[src/logic/fhs_pkg.sv]
// Package for the fault hiccup sequencer: states, carriers and counts.
// Assumes every count is in switching-period ticks, not system clocks.
package fhs_pkg;

  // Width of the shared tick counter
  localparam int unsigned CNT_W = 13;

  // Soft-start delay length in switching cycles
  localparam logic [CNT_W-1:0] SS_DELAY_TICKS = 13'h0040;
  // Soft-start ramp length in switching cycles; plain default
  localparam logic [CNT_W-1:0] SS_RAMP_TICKS = 13'h0500;
  // Overcurrent hiccup wait in switching cycles
  localparam logic [CNT_W-1:0] OC_WAIT_TICKS = 13'h1000;
  // Counter reset value
  localparam logic [CNT_W-1:0] CNT_RST = 13'h0000;

  // Number of phases driven
  localparam int unsigned PHASES = 2;

  // Sequencer states
  typedef enum logic [2:0] {
    ST_PREPOR,
    ST_SHUTDOWN,
    ST_SS_DELAY,
    ST_SS_RAMP,
    ST_RUN,
    ST_OC_WAIT,
    ST_OPEN_SENSE
  } fhs_state_t;

  // Comparator results from the analog fault monitors
  typedef struct packed {
    logic open_sense;   // Local sense above remote difference plus one volt
    logic overcurrent;  // Droop sense above overcurrent threshold
    logic undervolt;    // Output below undervoltage window
    logic overvolt;     // Output above overvoltage trip level
  } fhs_sense_t;

  // Gate drive permissions per phase
  typedef struct packed {
    logic [PHASES-1:0] high_side;
    logic [PHASES-1:0] low_side;
  } fhs_gate_t;

  // Gate drive reset value: everything off
  localparam fhs_gate_t GATE_OFF = '{high_side: 2'h0, low_side: 2'h0};

endpackage

[src/logic/fhs_sequencer.sv]
// Fault hiccup sequencer: open-sense shutdown, overcurrent hiccup, pre-POR clamp.
// Assumes comparator inputs and the switching tick are synchronous to sys_clk.
//
// Summary of operation
// - Open sense line shuts the controller down
// - Open sense cleared restarts soft-start from start
// - Droop above threshold flags overcurrent, enters protection
// - Overcurrent shutdown turns all gate drives off
// - Gates stay off 4096 wait cycles plus the 64-cycle soft-start delay
// - Wait over and enabled starts new soft-start
// - Trip, wait, retry repeats without limit
// - Bias supply loss re-enters pre-POR low-side clamp
// - Power-ok pulled low on faults or disable
// - Soft-start is 64-cycle delay then ramp
`timescale 1ns/1ps

module fhs_sequencer (
  // Clock and reset
  input wire logic sys_clk,
  input wire logic rstn,
  // Switching period tick, one cycle per switching period
  input wire logic sw_tick,
  // Enable and power-on conditions
  input wire logic threshold_enable_input,
  input wire logic vcc_por_ok,
  input wire logic driver_bias_supply_ok,
  // Fault comparators
  input wire fhs_pkg::fhs_sense_t sense,
  // Gate drive permissions
  output fhs_pkg::fhs_gate_t gate_ff,
  // Power-ok open-drain pin: level and enable, enable low drives low
  output logic power_ok_output_o_ff,
  output logic power_ok_output_oe_n_ff,
  // Status
  output logic oc_fault_ff,
  output logic open_sense_fault_ff,
  output logic ss_ramp_ff,
  output logic prepor_clamp_ff
);

  // Sequencer state and its next value
  fhs_pkg::fhs_state_t state_ff;
  fhs_pkg::fhs_state_t nxt_state;
  // Shared tick counter for delay, ramp and hiccup wait
  logic [fhs_pkg::CNT_W-1:0] cnt_ff;
  logic [fhs_pkg::CNT_W-1:0] nxt_cnt;
  // Both bias supplies above their power-on thresholds
  logic por_ok;
  // Controller allowed to run
  logic run_ok;
  // Tick that completes the current timed phase
  logic delay_done;
  logic ramp_done;
  logic wait_done;
  fhs_pkg::fhs_gate_t nxt_gate;
  logic nxt_power_ok_output;

  assign por_ok = vcc_por_ok & driver_bias_supply_ok;
  assign run_ok = por_ok & threshold_enable_input;
  assign delay_done = sw_tick & (cnt_ff == fhs_pkg::SS_DELAY_TICKS - 13'h0001);
  assign ramp_done = sw_tick & (cnt_ff == fhs_pkg::SS_RAMP_TICKS - 13'h0001);
  assign wait_done = sw_tick & (cnt_ff == fhs_pkg::OC_WAIT_TICKS - 13'h0001);

  // Next state: supply loss, then disable, then open sense, then per state
  always_comb begin
    nxt_state = state_ff;
    if (!por_ok) begin
      nxt_state = fhs_pkg::ST_PREPOR;
    end else if (!threshold_enable_input) begin
      nxt_state = fhs_pkg::ST_SHUTDOWN;
    end else if (sense.open_sense) begin
      nxt_state = fhs_pkg::ST_OPEN_SENSE;
    end else begin
      case (state_ff)
        // Conditions met or open sense cleared: fresh soft-start
        fhs_pkg::ST_PREPOR,
        fhs_pkg::ST_SHUTDOWN,
        fhs_pkg::ST_OPEN_SENSE: begin
          nxt_state = fhs_pkg::ST_SS_DELAY;
        end
        // Initial delay before the reference ramp
        fhs_pkg::ST_SS_DELAY: begin
          if (sense.overcurrent) begin
            nxt_state = fhs_pkg::ST_OC_WAIT;
          end else if (delay_done) begin
            nxt_state = fhs_pkg::ST_SS_RAMP;
          end
        end
        // Reference ramp paced by the switching tick
        fhs_pkg::ST_SS_RAMP: begin
          if (sense.overcurrent) begin
            nxt_state = fhs_pkg::ST_OC_WAIT;
          end else if (ramp_done) begin
            nxt_state = fhs_pkg::ST_RUN;
          end
        end
        // Regulating
        fhs_pkg::ST_RUN: begin
          if (sense.overcurrent) begin
            nxt_state = fhs_pkg::ST_OC_WAIT;
          end
        end
        // Hiccup wait, then retry while still enabled
        fhs_pkg::ST_OC_WAIT: begin
          if (wait_done) begin
            nxt_state = fhs_pkg::ST_SS_DELAY;
          end
        end
        default: begin
          nxt_state = fhs_pkg::ST_SHUTDOWN;
        end
      endcase
    end
  end

  // Counter restarts on every state change and advances once per tick
  always_comb begin
    if (nxt_state != state_ff) begin
      nxt_cnt = fhs_pkg::CNT_RST;
    end else if (sw_tick) begin
      nxt_cnt = cnt_ff + 13'h0001;
    end else begin
      nxt_cnt = cnt_ff;
    end
  end

  // Gate permissions follow the next state so changes take effect at once
  always_comb begin
    nxt_gate = fhs_pkg::GATE_OFF;
    case (nxt_state)
      // Low-side path clamps the output before power-on
      fhs_pkg::ST_PREPOR: begin
        nxt_gate.low_side = 2'h3;
      end
      // Switching permitted during ramp and regulation; overvolt keeps only the low sides on
      fhs_pkg::ST_SS_RAMP,
      fhs_pkg::ST_RUN: begin
        if (sense.overvolt) begin
          nxt_gate.low_side = 2'h3;
        end else begin
          nxt_gate.high_side = 2'h3;
          nxt_gate.low_side = 2'h3;
        end
      end
      // Hiccup wait, shutdown, open sense and delay keep all gates off
      default: begin
        nxt_gate = fhs_pkg::GATE_OFF;
      end
    endcase
  end

  // Power-ok only in regulation with no active fault
  assign nxt_power_ok_output = (nxt_state == fhs_pkg::ST_RUN) & ~sense.undervolt & ~sense.overvolt
    & ~sense.overcurrent;

  // State register
  always_ff @(posedge sys_clk or negedge rstn) begin
    if (!rstn) begin
      state_ff <= fhs_pkg::ST_PREPOR;
    end else begin
      state_ff <= nxt_state;
    end
  end

  // Tick counter register
  always_ff @(posedge sys_clk or negedge rstn) begin
    if (!rstn) begin
      cnt_ff <= fhs_pkg::CNT_RST;
    end else begin
      cnt_ff <= nxt_cnt;
    end
  end

  // Gate permission register
  always_ff @(posedge sys_clk or negedge rstn) begin
    if (!rstn) begin
      gate_ff <= fhs_pkg::GATE_OFF;
    end else begin
      gate_ff <= nxt_gate;
    end
  end

  // Power-ok pin: level always low, enable releases the pin when good
  always_ff @(posedge sys_clk or negedge rstn) begin
    if (!rstn) begin
      power_ok_output_o_ff <= 1'b0;
      power_ok_output_oe_n_ff <= 1'b0;
    end else begin
      power_ok_output_o_ff <= 1'b0;
      power_ok_output_oe_n_ff <= nxt_power_ok_output;
    end
  end

  // Status flags follow the next state
  always_ff @(posedge sys_clk or negedge rstn) begin
    if (!rstn) begin
      oc_fault_ff <= 1'b0;
      open_sense_fault_ff <= 1'b0;
      ss_ramp_ff <= 1'b0;
      prepor_clamp_ff <= 1'b0;
    end else begin
      oc_fault_ff <= (nxt_state == fhs_pkg::ST_OC_WAIT);
      open_sense_fault_ff <= (nxt_state == fhs_pkg::ST_OPEN_SENSE);
      ss_ramp_ff <= (nxt_state == fhs_pkg::ST_SS_RAMP);
      prepor_clamp_ff <= (nxt_state == fhs_pkg::ST_PREPOR);
    end
  end
endmodule

[config.mk]
export PLATFORM = sky130hd
export DESIGN_NAME = fhs_sequencer
export DESIGN_NICKNAME = d
export VERILOG_FILES = /design/src/logic/fhs_pkg.sv /design/src/logic/fhs_sequencer.sv
export SDC_FILE = /design/constraint.sdc
export NUM_CORES = 1
export LEC_CHECK = 0
export ABC_AREA = 1
export BUFFER_PORTS_ARGS = -buffer_cell sky130_fd_sc_hd__buf_2
export CAP_MARGIN = 10
export CORE_MARGIN = 5
export CORE_UTILIZATION = 30
export CTS_BUF_LIST = sky130_fd_sc_hd__clkbuf_8
export DETAILED_ROUTE_END_ITERATION = 8
export PLACE_DENSITY = 0.47
export SETUP_SLACK_MARGIN = 0.4
export SYNTH_ARGS = -nofsm -noshare
export SYNTH_HDL_FRONTEND = slang
export SYNTH_SLANG_ARGS = --single-unit
[constraint.sdc]
create_clock -name sys_clk -period 1.8 [get_ports sys_clk]
set_input_delay 0.18 -clock sys_clk [delete_from_list [all_inputs] [get_ports sys_clk]]
set_output_delay 0.18 -clock sys_clk [all_outputs]
set_load 0.05 [all_outputs]
==> results_dict.tcl, run 1 <==
set metrics [dict create \
    wl_per_cell_um 12.1 \
    grt_pass1_wl_um 6090 \
    dieWidth_um 78.8 \
    die_h_um 78.8 \
    hold_violations 0 \
    core_um2 4660 \
    detail_route.vias_per_cell 4.35 \
    rsz0062_at_grt "yes" \
    io_buffers 18 \
    power_leakage_nw 0.944 \
    overflow 0 \
    final_antenna_net_count 0 \
    violations "negative setup slack" \
    r2r_start "state_ff[2]" \
    htreeDepth 1 \
    crit_type "reg2reg" \
    ios 20 \
    powerDensity_nw_per_um2 567 \
    synth_cell_type_count 24 \
    yosysWarningCount 0 \
    clkLatencyLatePin_ps 270 \
    first_iter_violations 51 \
    startpoint_type "register" \
    finalClockSkew_ps 10.3 \
    min_from "sense[0]" \
    fin_crit_ps 1880 \
    clockBufferDepth 2 \
    min_to "gate_ff[2]" \
    fin_nets 251 \
    timing.fmax_mhz 532 \
    p_sw_mw 0.353 \
    gp_congestion 0.776 \
    start_util 0.304 \
    min_path_cells 2 \
    cp.arrival_ps 2080 \
    firstDrtPassIters 4 \
    clock-sinks 23 \
    setup_viol 20 \
    whs_ps 90.0 \
    placed_cell_area_um2 1700 \
    vias 1269 \
    cts-root-buf "clkbuf_8" \
    p_int_mw 0.784 \
    antenna_found_initial 0 \
    swShare 0.310 \
    path_clk_slew_ps 80 \
    rrSetupSlack_ps -80 \
    worst_slew_pin_slew_ps 546 \
    fp.dieArea_um2 6200 \
    power_frac_seq 0.482 \
    synthCells 186 \
    finalSetupTns_ps -1030 \
    clockPowerShare 0.286 \
    wl_um 3540 \
    synthToLayoutAreaGrowth_pct 41.4 \
    synth_nets 198 \
    vdd_ir_drop_max_mv 0.371 \
    diodes 0 \
    yosysTopAreaCellShare 0.406 \
    cp_max_fo 7 \
    grt_pass1_vias 1343 \
    hold_class "in2reg" \
    drcViolationCount 0 \
    combPwrFrac 0.232 \
    cp-end-kind "register" \
    worstPathRequired_ps 2000 \
    final_area_um2 2010 \
    dpl.hpwl_um 2420 \
    regToRegEndpoint "cnt_ff[9]" \
    cap_violations 0 \
    rows 25 \
    grt_usage 0.124 \
    yosys-top-cells-area "dfrtp_1, nand2_1, nor2_1" \
    synth_area_per_cell_um2 7.63 \
    cts_buffers 3 \
    yosysTopAreaCell "dfrtp_1" \
    slew-limit-headroom 0.636 \
    grt_max_degree 24 \
    netlist_area_um2 1420 \
    synth-seq-area-share 0.406 \
    place_ws_ps -114 \
    post-route-period-util 1.04 \
    slew_violations 0 \
    ys_seq_elements 23 \
    layout_setup_ws_ps -79.0 \
    cts_tree "done" \
    drive_above_1_share 0.487 \
    run_status "complete, but fails checks" \
    r2r_cells 11 \
]
[layout by cell type, fill, tap and decap left out, types with 5 or more instances in the layout]
master	instances
buf_4	29
nor2_1	20
nand3_1	10
nand2_1	32
inv_1	15
nand3_2	5
nor2_2	17
inv_2	7
dfrtp_1	23
xor2_1	7
buf_2	18
nand2_2	14
[through the flow]
step	utilization	instances	total power, mW
after global placement	0.365	275	0.770
after CTS	0.397	285	1.13
after detailed placement	0.365	275	0.771
after global routing	0.431	292	1.20
after floorplan	-	186	0.707
final	0.431	292	1.14
[worst max path at each step]
stage                            to  slack, ps  depth (start not counted)        start
final                     cnt_ff[9]        -80                         11  state_ff[2]
after global routing      cnt_ff[9]       -220                         15    cnt_ff[0]
after CTS                 cnt_ff[8]        -60                         15    cnt_ff[1]
after detailed placement  cnt_ff[4]       -110                         15    cnt_ff[1]
after global placement    cnt_ff[6]       -100                         15    cnt_ff[0]
after floorplan           cnt_ff[8]         80                         16    cnt_ff[0]
[power by group through the flow]
| stage | Clock (mW) | Sequential (mW) | Combinational, mW |
|---|---|---|---|
| 3_5_place_dp | 0 | 0.554 | 0.217 |
| 3_3_place_gp | 0 | 0.554 | 0.216 |
| 5_1_grt | 0.360 | 0.550 | 0.294 |
| 6_report | 0.325 | 0.548 | 0.264 |
| 2_1_floorplan | 0 | 0.575 | 0.132 |
| 4_1_cts | 0.348 | 0.544 | 0.241 |
[layout make-up]
cell class / count / area [µm²]
Clock buffer: 3 / 41.3
Fill cell: 476 / 2650
Inverter: 24 / 100
Tap cell: 54 / 67.6
Clock inverter: 1 / 3.75
Sequential cell: 23 / 576
Timing Repair Buffer: 52 / 363
Multi-Input combinational cell: 135 / 856
[cell families after synthesis]
group | after synthesis | synth area share
multiplexers | 1 | 0.00705
AO/OA/AOI/OAI | 7 | 0.0265
flip-flops | 23 | 0.406
AND/OR/NAND/NOR | 114 | 0.388
adder cells (fa/ha/maj) | 2 | 0.0176
other | 1 | 0.00264
XOR/XNOR | 9 | 0.0556
buffers and inverters | 29 | 0.0970
[state kept, by name, summed over array words and instances, names as in the netlist]
| register | count |
|---|---|
| cnt_ff | 13 |
| state_ff | 3 |
| gate_ff | 2 |
| oc_fault_ff | 1 |
| open_sense_fault_ff | 1 |
| power_ok_output_oe_n_ff | 1 |
| prepor_clamp_ff | 1 |
| ss_ramp_ff | 1 |
[critical path, stage by stage, from the launching register on]
cell	delay [ps]
dfrtp_1	430
buf_4	150
nor3_1	270
buf_4	170
nand2_1	50
nand2_1	60
nand2_1	50
nand2_1	90
nand3_1	140
nand2_4	140
nand3_4	140
nor2_2	130
[synth_stat cells, drive strengths merged]
master / count
conb: 1
dfrtp: 23
buf: 5
o21bai: 1
xor2: 7
nand2: 48
nor2: 41
xnor2: 2
mux2i: 1
inv: 24
ha: 2
o21ai: 5
or2: 1
nand3b: 1
nor3: 6
a21oi: 1
nand3: 17
[per-layer routing]
layer | up-vias | track usage | share of wire
li1 | 668 | - | -
met1 | 586 | 0.166 | 0.49
met2 | 13 | 0.207 | 0.49
met3 | 2 | 0.0272 | 0.021
met4 | 0 | 0.0210 | 0.0042
met5 | - | 0 | 0
[what timing repair did]
item | CTS | global route
endpoints found under the hold margin | 23 | 0
resized for setup | 18 | 29
pin swaps | 5 | 20
gates cloned | 1 | 0
setup endpoints to repair | 23 | 23
setup buffers | 4 | 7
hold buffers | 1 | 0
(Power assumes the default switching activity.)
==> inputs of run 2 (changes only) <==
--- a/config.mk
+++ b/config.mk
@@ -14,4 +14,5 @@
 export DETAILED_ROUTE_END_ITERATION = 8
-export PLACE_DENSITY = 0.47
+export PLACE_DENSITY = 0.45
 export SETUP_SLACK_MARGIN = 0.4
+export SLEW_MARGIN = 0
 export SYNTH_ARGS = -nofsm -noshare
==> constraint.sdc (replaced) <==
create_clock -name sys_clk -period 1.9 [get_ports sys_clk]
set_input_delay 0.19 -clock sys_clk [delete_from_list [all_inputs] [get_ports sys_clk]]
set_output_delay 0.19 -clock sys_clk [all_outputs]
set_load 0.005 [all_outputs]
==> run 2 against run 1 <==
Against the previous run:
- the flow now finishes without violations
- worst setup slack better by 130 ps
- highest routed layer unchanged
- design area fell by 1.9%
- register-to-register slack better by 130 ps
- non-clock buffer count down 6
- sequential share of layout area grew 0.55 points
- via count is 2.8% lower
- wire length shrank 5.6%
- flip-flop and latch count unchanged
- clock power decreased by 3%
==> results_dict.tcl, run 2 (synthesis gave the netlist of run 1 again) <==
set metrics [dict create \
    slew_violations 0 \
    cts_buffers 3 \
    grt_usage 0.117 \
    placed_cell_area_um2 1650 \
    final_area_um2 1970 \
    fp.dieArea_um2 6200 \
    core_um2 4660 \
    cap_violations 0 \
    multi_input_area_um2 861 \
    r2r_cells 15 \
    clockBufferDepth 2 \
    synthToLayoutAreaGrowth_pct 38.8 \
    rsz0062_at_grt "yes" \
    power_leakage_nw 0.908 \
    startpoint_type "register" \
    min_to "gate_ff[2]" \
    antenna_found_initial 0 \
    setup_viol 0 \
    final_common_cell "nand2_1" \
    regToRegEndpoint "cnt_ff[11]" \
    hold_violations 0 \
    finalClockSkew_ps 8.77 \
    r2r_start "cnt_ff[0]" \
    fill_cells 458 \
    post-route-period-util 0.971 \
    path_clk_slew_ps 90 \
    final_cell_mix "nand2_1, dfrtp_1, buf_4" \
    whs_ps 78.4 \
    cp_max_fo 7 \
    hold_class "in2reg" \
    worst_slew_pin_slew_ps 521 \
    htreeDepth 1 \
    crit_type "reg2reg" \
    vdd_ir_drop_max_mv 0.294 \
    firstDrtPassIters 5 \
    timing.fmax_mhz 542 \
    wl_um 3340 \
    largest_reg_flops 13 \
    register_area_um2 576 \
    cts-root-buf "clkbuf_8" \
    run_status "finished clean" \
    detail_route.vias_per_cell 4.31 \
    clkLatencyLatePin_ps 270 \
    grt_pass1_vias 1264 \
    fin_crit_ps 1850 \
    dieWidth_um 78.8 \
    worstPathRequired_ps 2100 \
    powerDensity_nw_per_um2 540 \
    top_regs "cnt_ff x13, state_ff x3, gate_ff x2" \
    clock-sinks 23 \
    die_h_um 78.8 \
    wl_per_cell_um 11.7 \
    dpl.hpwl_um 2450 \
    rows 25 \
    drcViolationCount 0 \
    drive_above_1_share 0.474 \
    gp_congestion 0.827 \
    grt_max_degree 24 \
    final_antenna_net_count 0 \
    first_iter_violations 46 \
    io_buffers 18 \
    grt_pass1_wl_um 5770 \
    rrSetupSlack_ps 50 \
    min_from "sense[0]" \
    diodes 0 \
    ios 20 \
    overflow 0 \
    min_path_cells 2 \
    power_mw 1.06 \
    vias 1233 \
    cts_tree "done" \
    top_register "cnt_ff" \
    cp-end-kind "register" \
    slew-limit-headroom 0.653 \
    cp.arrival_ps 2040 \
    fin_nets 245 \
    start_util 0.304 \
]
[run 2: layout make-up]
class,instances,area share
clock inverter,1,0.00254
inverter,24,0.0496
clock buffer,3,0.0210
sequential,23,0.292
multi-input combinational,135,0.437
timing repair buffer,46,0.163
tap,54,0.0343
[run 2: worst max path at each step]
stage                         start          to  depth (start not counted)
final                     cnt_ff[0]  cnt_ff[11]                         15
after global routing      cnt_ff[0]   cnt_ff[4]                         13
after CTS                 cnt_ff[1]   cnt_ff[4]                         15
after detailed placement  cnt_ff[0]   cnt_ff[5]                         15
after global placement    cnt_ff[0]   cnt_ff[4]                         12
after floorplan           cnt_ff[0]   cnt_ff[8]                         16
[run 2: routing by layer]
layer,vias up,part of all wire,global-route usage
met1,545,0.44,0.151
met2,26,0.51,0.208
met3,2,0.046,0.0227
met4,0,0.0024,0.0105
met5,-,0,0
li1,660,-,-
[run 2: per-stage QoR]
step	std cells	setup TNS [ps]	utilization	setup slack, ps
global placement	269	-1.06	0.355	-1.06
finish	286	0	0.423	54.7
CTS	282	0	0.397	24.3
global route	286	-1360	0.423	-116
floorplan	186	0	-	183
detailed placement	269	-66.1	0.355	-17.5
[run 2: where the power goes]
part	internal [mW]	switching, mW	leakage (nW)
combinational	0.0999	0.130	0.572
clock	0.147	0.169	0.0255
sequential	0.506	0.0136	0.311
[run 2: repair_timing]
item | in CTS | in global routing
resized for setup | 25 | 23
pin swaps | 7 | 15
setup buffers | 7 | 4
endpoints found under the hold margin | 23 | 0
endpoints found under the setup margin | 23 | 23
hold buffers | 1 | 0
cloned | 1 | 0
[run 2: critical path, cell delays in order, from the launching register on]
cell and delay [ps]:
dfrtp_1 400, ha_4 180, inv_2 40, nor2_2 100, nand2_2 80, nor2_2 100
nor2_2 50, nor2_2 100, nand3_2 70, nand2_2 70, nand2_2 60, nand2_2 70
nand2_2 70, nand2_4 100, nand3_4 160, nor2_2 120
==> inputs of run 3 (changes only) <==
- CTS_BUF_LIST: sky130_fd_sc_hd__clkbuf_8 -> sky130_fd_sc_hd__clkbuf_4
- SLEW_MARGIN: 0 -> default
==> run 3 against run 2 <==
Against the previous run:
- sequential power barely moved
- largest power group unchanged
- non-clock buffer count fell by 1
- via count rose by 0.65%
- highest routed layer is now met3
- clock power fell by 24%
- die area did not move
- critical endpoint unchanged
==> results_dict.tcl, run 3 (synthesis gave the netlist of run 1 again) <==
set metrics [dict create \
    power_leakage_nw 0.913 \
    clkLatencyLatePin_ps 320 \
    rsz0062_at_grt "yes" \
    cts_buffers 3 \
    rrSetupSlack_ps 30 \
    diodes 0 \
    finalSetupTns_ps 0 \
    r2r_start "cnt_ff[0]" \
    dpl.hpwl_um 2450 \
    htreeDepth 1 \
    antenna_found_initial 0 \
    gp_congestion 0.827 \
    powerDensity_nw_per_um2 498 \
    final_common_cell "nand2_1" \
    drcViolationCount 0 \
    min_from "sense[0]" \
    clockBufferDepth 2 \
    path_clk_slew_ps 150 \
    min_to "gate_ff[2]" \
    cp-end-kind "register" \
    fin_nets 244 \
    dieWidth_um 78.8 \
    stdcell_count 285 \
    grt_pass1_wl_um 5670 \
    wl_um 3420 \
    grt_max_degree 24 \
    final_cell_mix "nand2_1, dfrtp_1, nor2_2, buf_4, buf_2" \
    hold_violations 0 \
    vdd_ir_drop_max_mv 0.283 \
    power_mw 0.990 \
    timing.fmax_mhz 535 \
    slew_violations 0 \
    worstPathRequired_ps 2150 \
    slew-limit-headroom 0.642 \
    vias 1241 \
    firstDrtPassIters 4 \
    cts-root-buf "clkbuf_4" \
    fin_crit_ps 1870 \
    final_antenna_net_count 0 \
    fill_cells 457 \
    cp.arrival_ps 2120 \
    core_um2 4660 \
    finalClockSkew_ps 14.9 \
    fp.dieArea_um2 6200 \
    clock-sinks 23 \
    rows 25 \
    grt_pass1_vias 1248 \
    startpoint_type "register" \
    crit_type "reg2reg" \
    cts_tree "done" \
    post-route-period-util 0.983 \
    overflow 0 \
    largest_reg_flops 13 \
    utilization 0.427 \
    wl_per_cell_um 12.0 \
    placed_cells 269 \
    worst_slew_pin_slew_ps 536 \
    die_h_um 78.8 \
    cap_violations 0 \
    ios 20 \
    cp_max_fo 7 \
    detail_route.vias_per_cell 4.35 \
    run_status "finished clean" \
    io_buffers 18 \
    top_regs "cnt_ff x13, state_ff x3, gate_ff x2" \
    start_util 0.304 \
    grt_usage 0.115 \
    min_path_cells 2 \
    drive_above_1_share 0.498 \
    top_register "cnt_ff" \
    first_iter_violations 27 \
    r2r_cells 15 \
    synthToLayoutAreaGrowth_pct 40.1 \
    setup_viol 0 \
    regToRegEndpoint "cnt_ff[11]" \
    hold_class "in2reg" \
]
run 3: cell count changes in the layout (fill, tap and decap cells not counted), moves of 2 or more:
cell / change
nand2_4: +2
clkbuf_4: +3
nor2_1: -3
nor2_2: +2
clkbuf_8: -3
run 3: worst max-delay path by stage:
stage | start | endpoint | slack [ps] | depth (start not counted)
final | cnt_ff[0] | cnt_ff[11] | 30 | 15
after global routing | cnt_ff[0] | cnt_ff[11] | -130 | 15
after CTS | cnt_ff[1] | cnt_ff[5] | 40 | 15
after detailed placement | cnt_ff[0] | cnt_ff[5] | -20 | 15
after global placement | cnt_ff[0] | cnt_ff[4] | -1 | 12
after floorplan | cnt_ff[0] | cnt_ff[8] | 180 | 16
run 3: final cells by class:
| type | count | area (µm²) | share of cell area |
|---|---|---|---|
| Multi-Input combinational cell | 135 | 902 | 0.454 |
| Inverter | 24 | 105 | 0.0529 |
| Clock inverter | 1 | 5.00 | 0.00252 |
| Clock buffer | 3 | 22.5 | 0.0113 |
| Tap cell | 54 | 67.6 | 0.0340 |
| Sequential cell | 23 | 576 | 0.289 |
| Timing Repair Buffer | 45 | 310 | 0.156 |
run 3: per-stage QoR:
| step | hold slack [ps] | worst slack (ps) | cell area, µm² |
|---|---|---|---|
| 2_1_floorplan | -106 | 183 | 1430 |
| 3_3_place_gp | 203 | -1.06 | 1650 |
| 3_5_place_dp | 203 | -17.5 | 1650 |
| 4_1_cts | 1.50 | 40.6 | 1820 |
| 5_1_grt | 8.44 | -127 | 1990 |
| 6_report | 11.8 | 31.5 | 1990 |
run 3: routing by layer:
layer	share of wire	up-vias	global-route usage	routed length [µm]
met5	0	-	0	0
met4	0	0	0.0210	0
met3	0.032	0	0.0159	109
met2	0.53	14	0.210	1810
met1	0.44	564	0.146	1510
li1	-	663	-	-
run 3: report_power, final:
part / internal, mW / switching (mW) / total (mW)
logic: 0.0989 / 0.131 / 0.230
clock network: 0.0788 / 0.162 / 0.240
registers: 0.506 / 0.0134 / 0.519
run 3: critical path: stages (launching register included):
cell     delay, ps
dfrtp_1        420
ha_4           180
inv_2           40
nor2_2         100
nand2_2         80
nor2_2         100
nor2_2          50
nor2_2         100
nand3_2         70
nand2_2         70
nand2_2         60
nand2_2         70
nand2_2         60
nand2_4        100
nand3_4        150
nor2_2         130
run 3: timing repair:
item / in CTS / in global routing
hold buffers: 1 / 0
buffers inserted: 6 / 4
gates cloned: 1 / 0
pin swaps: 6 / 18
endpoints found under the setup margin: 23 / 23
endpoints found under the hold margin: 23 / 0
gates resized for setup: 22 / 38
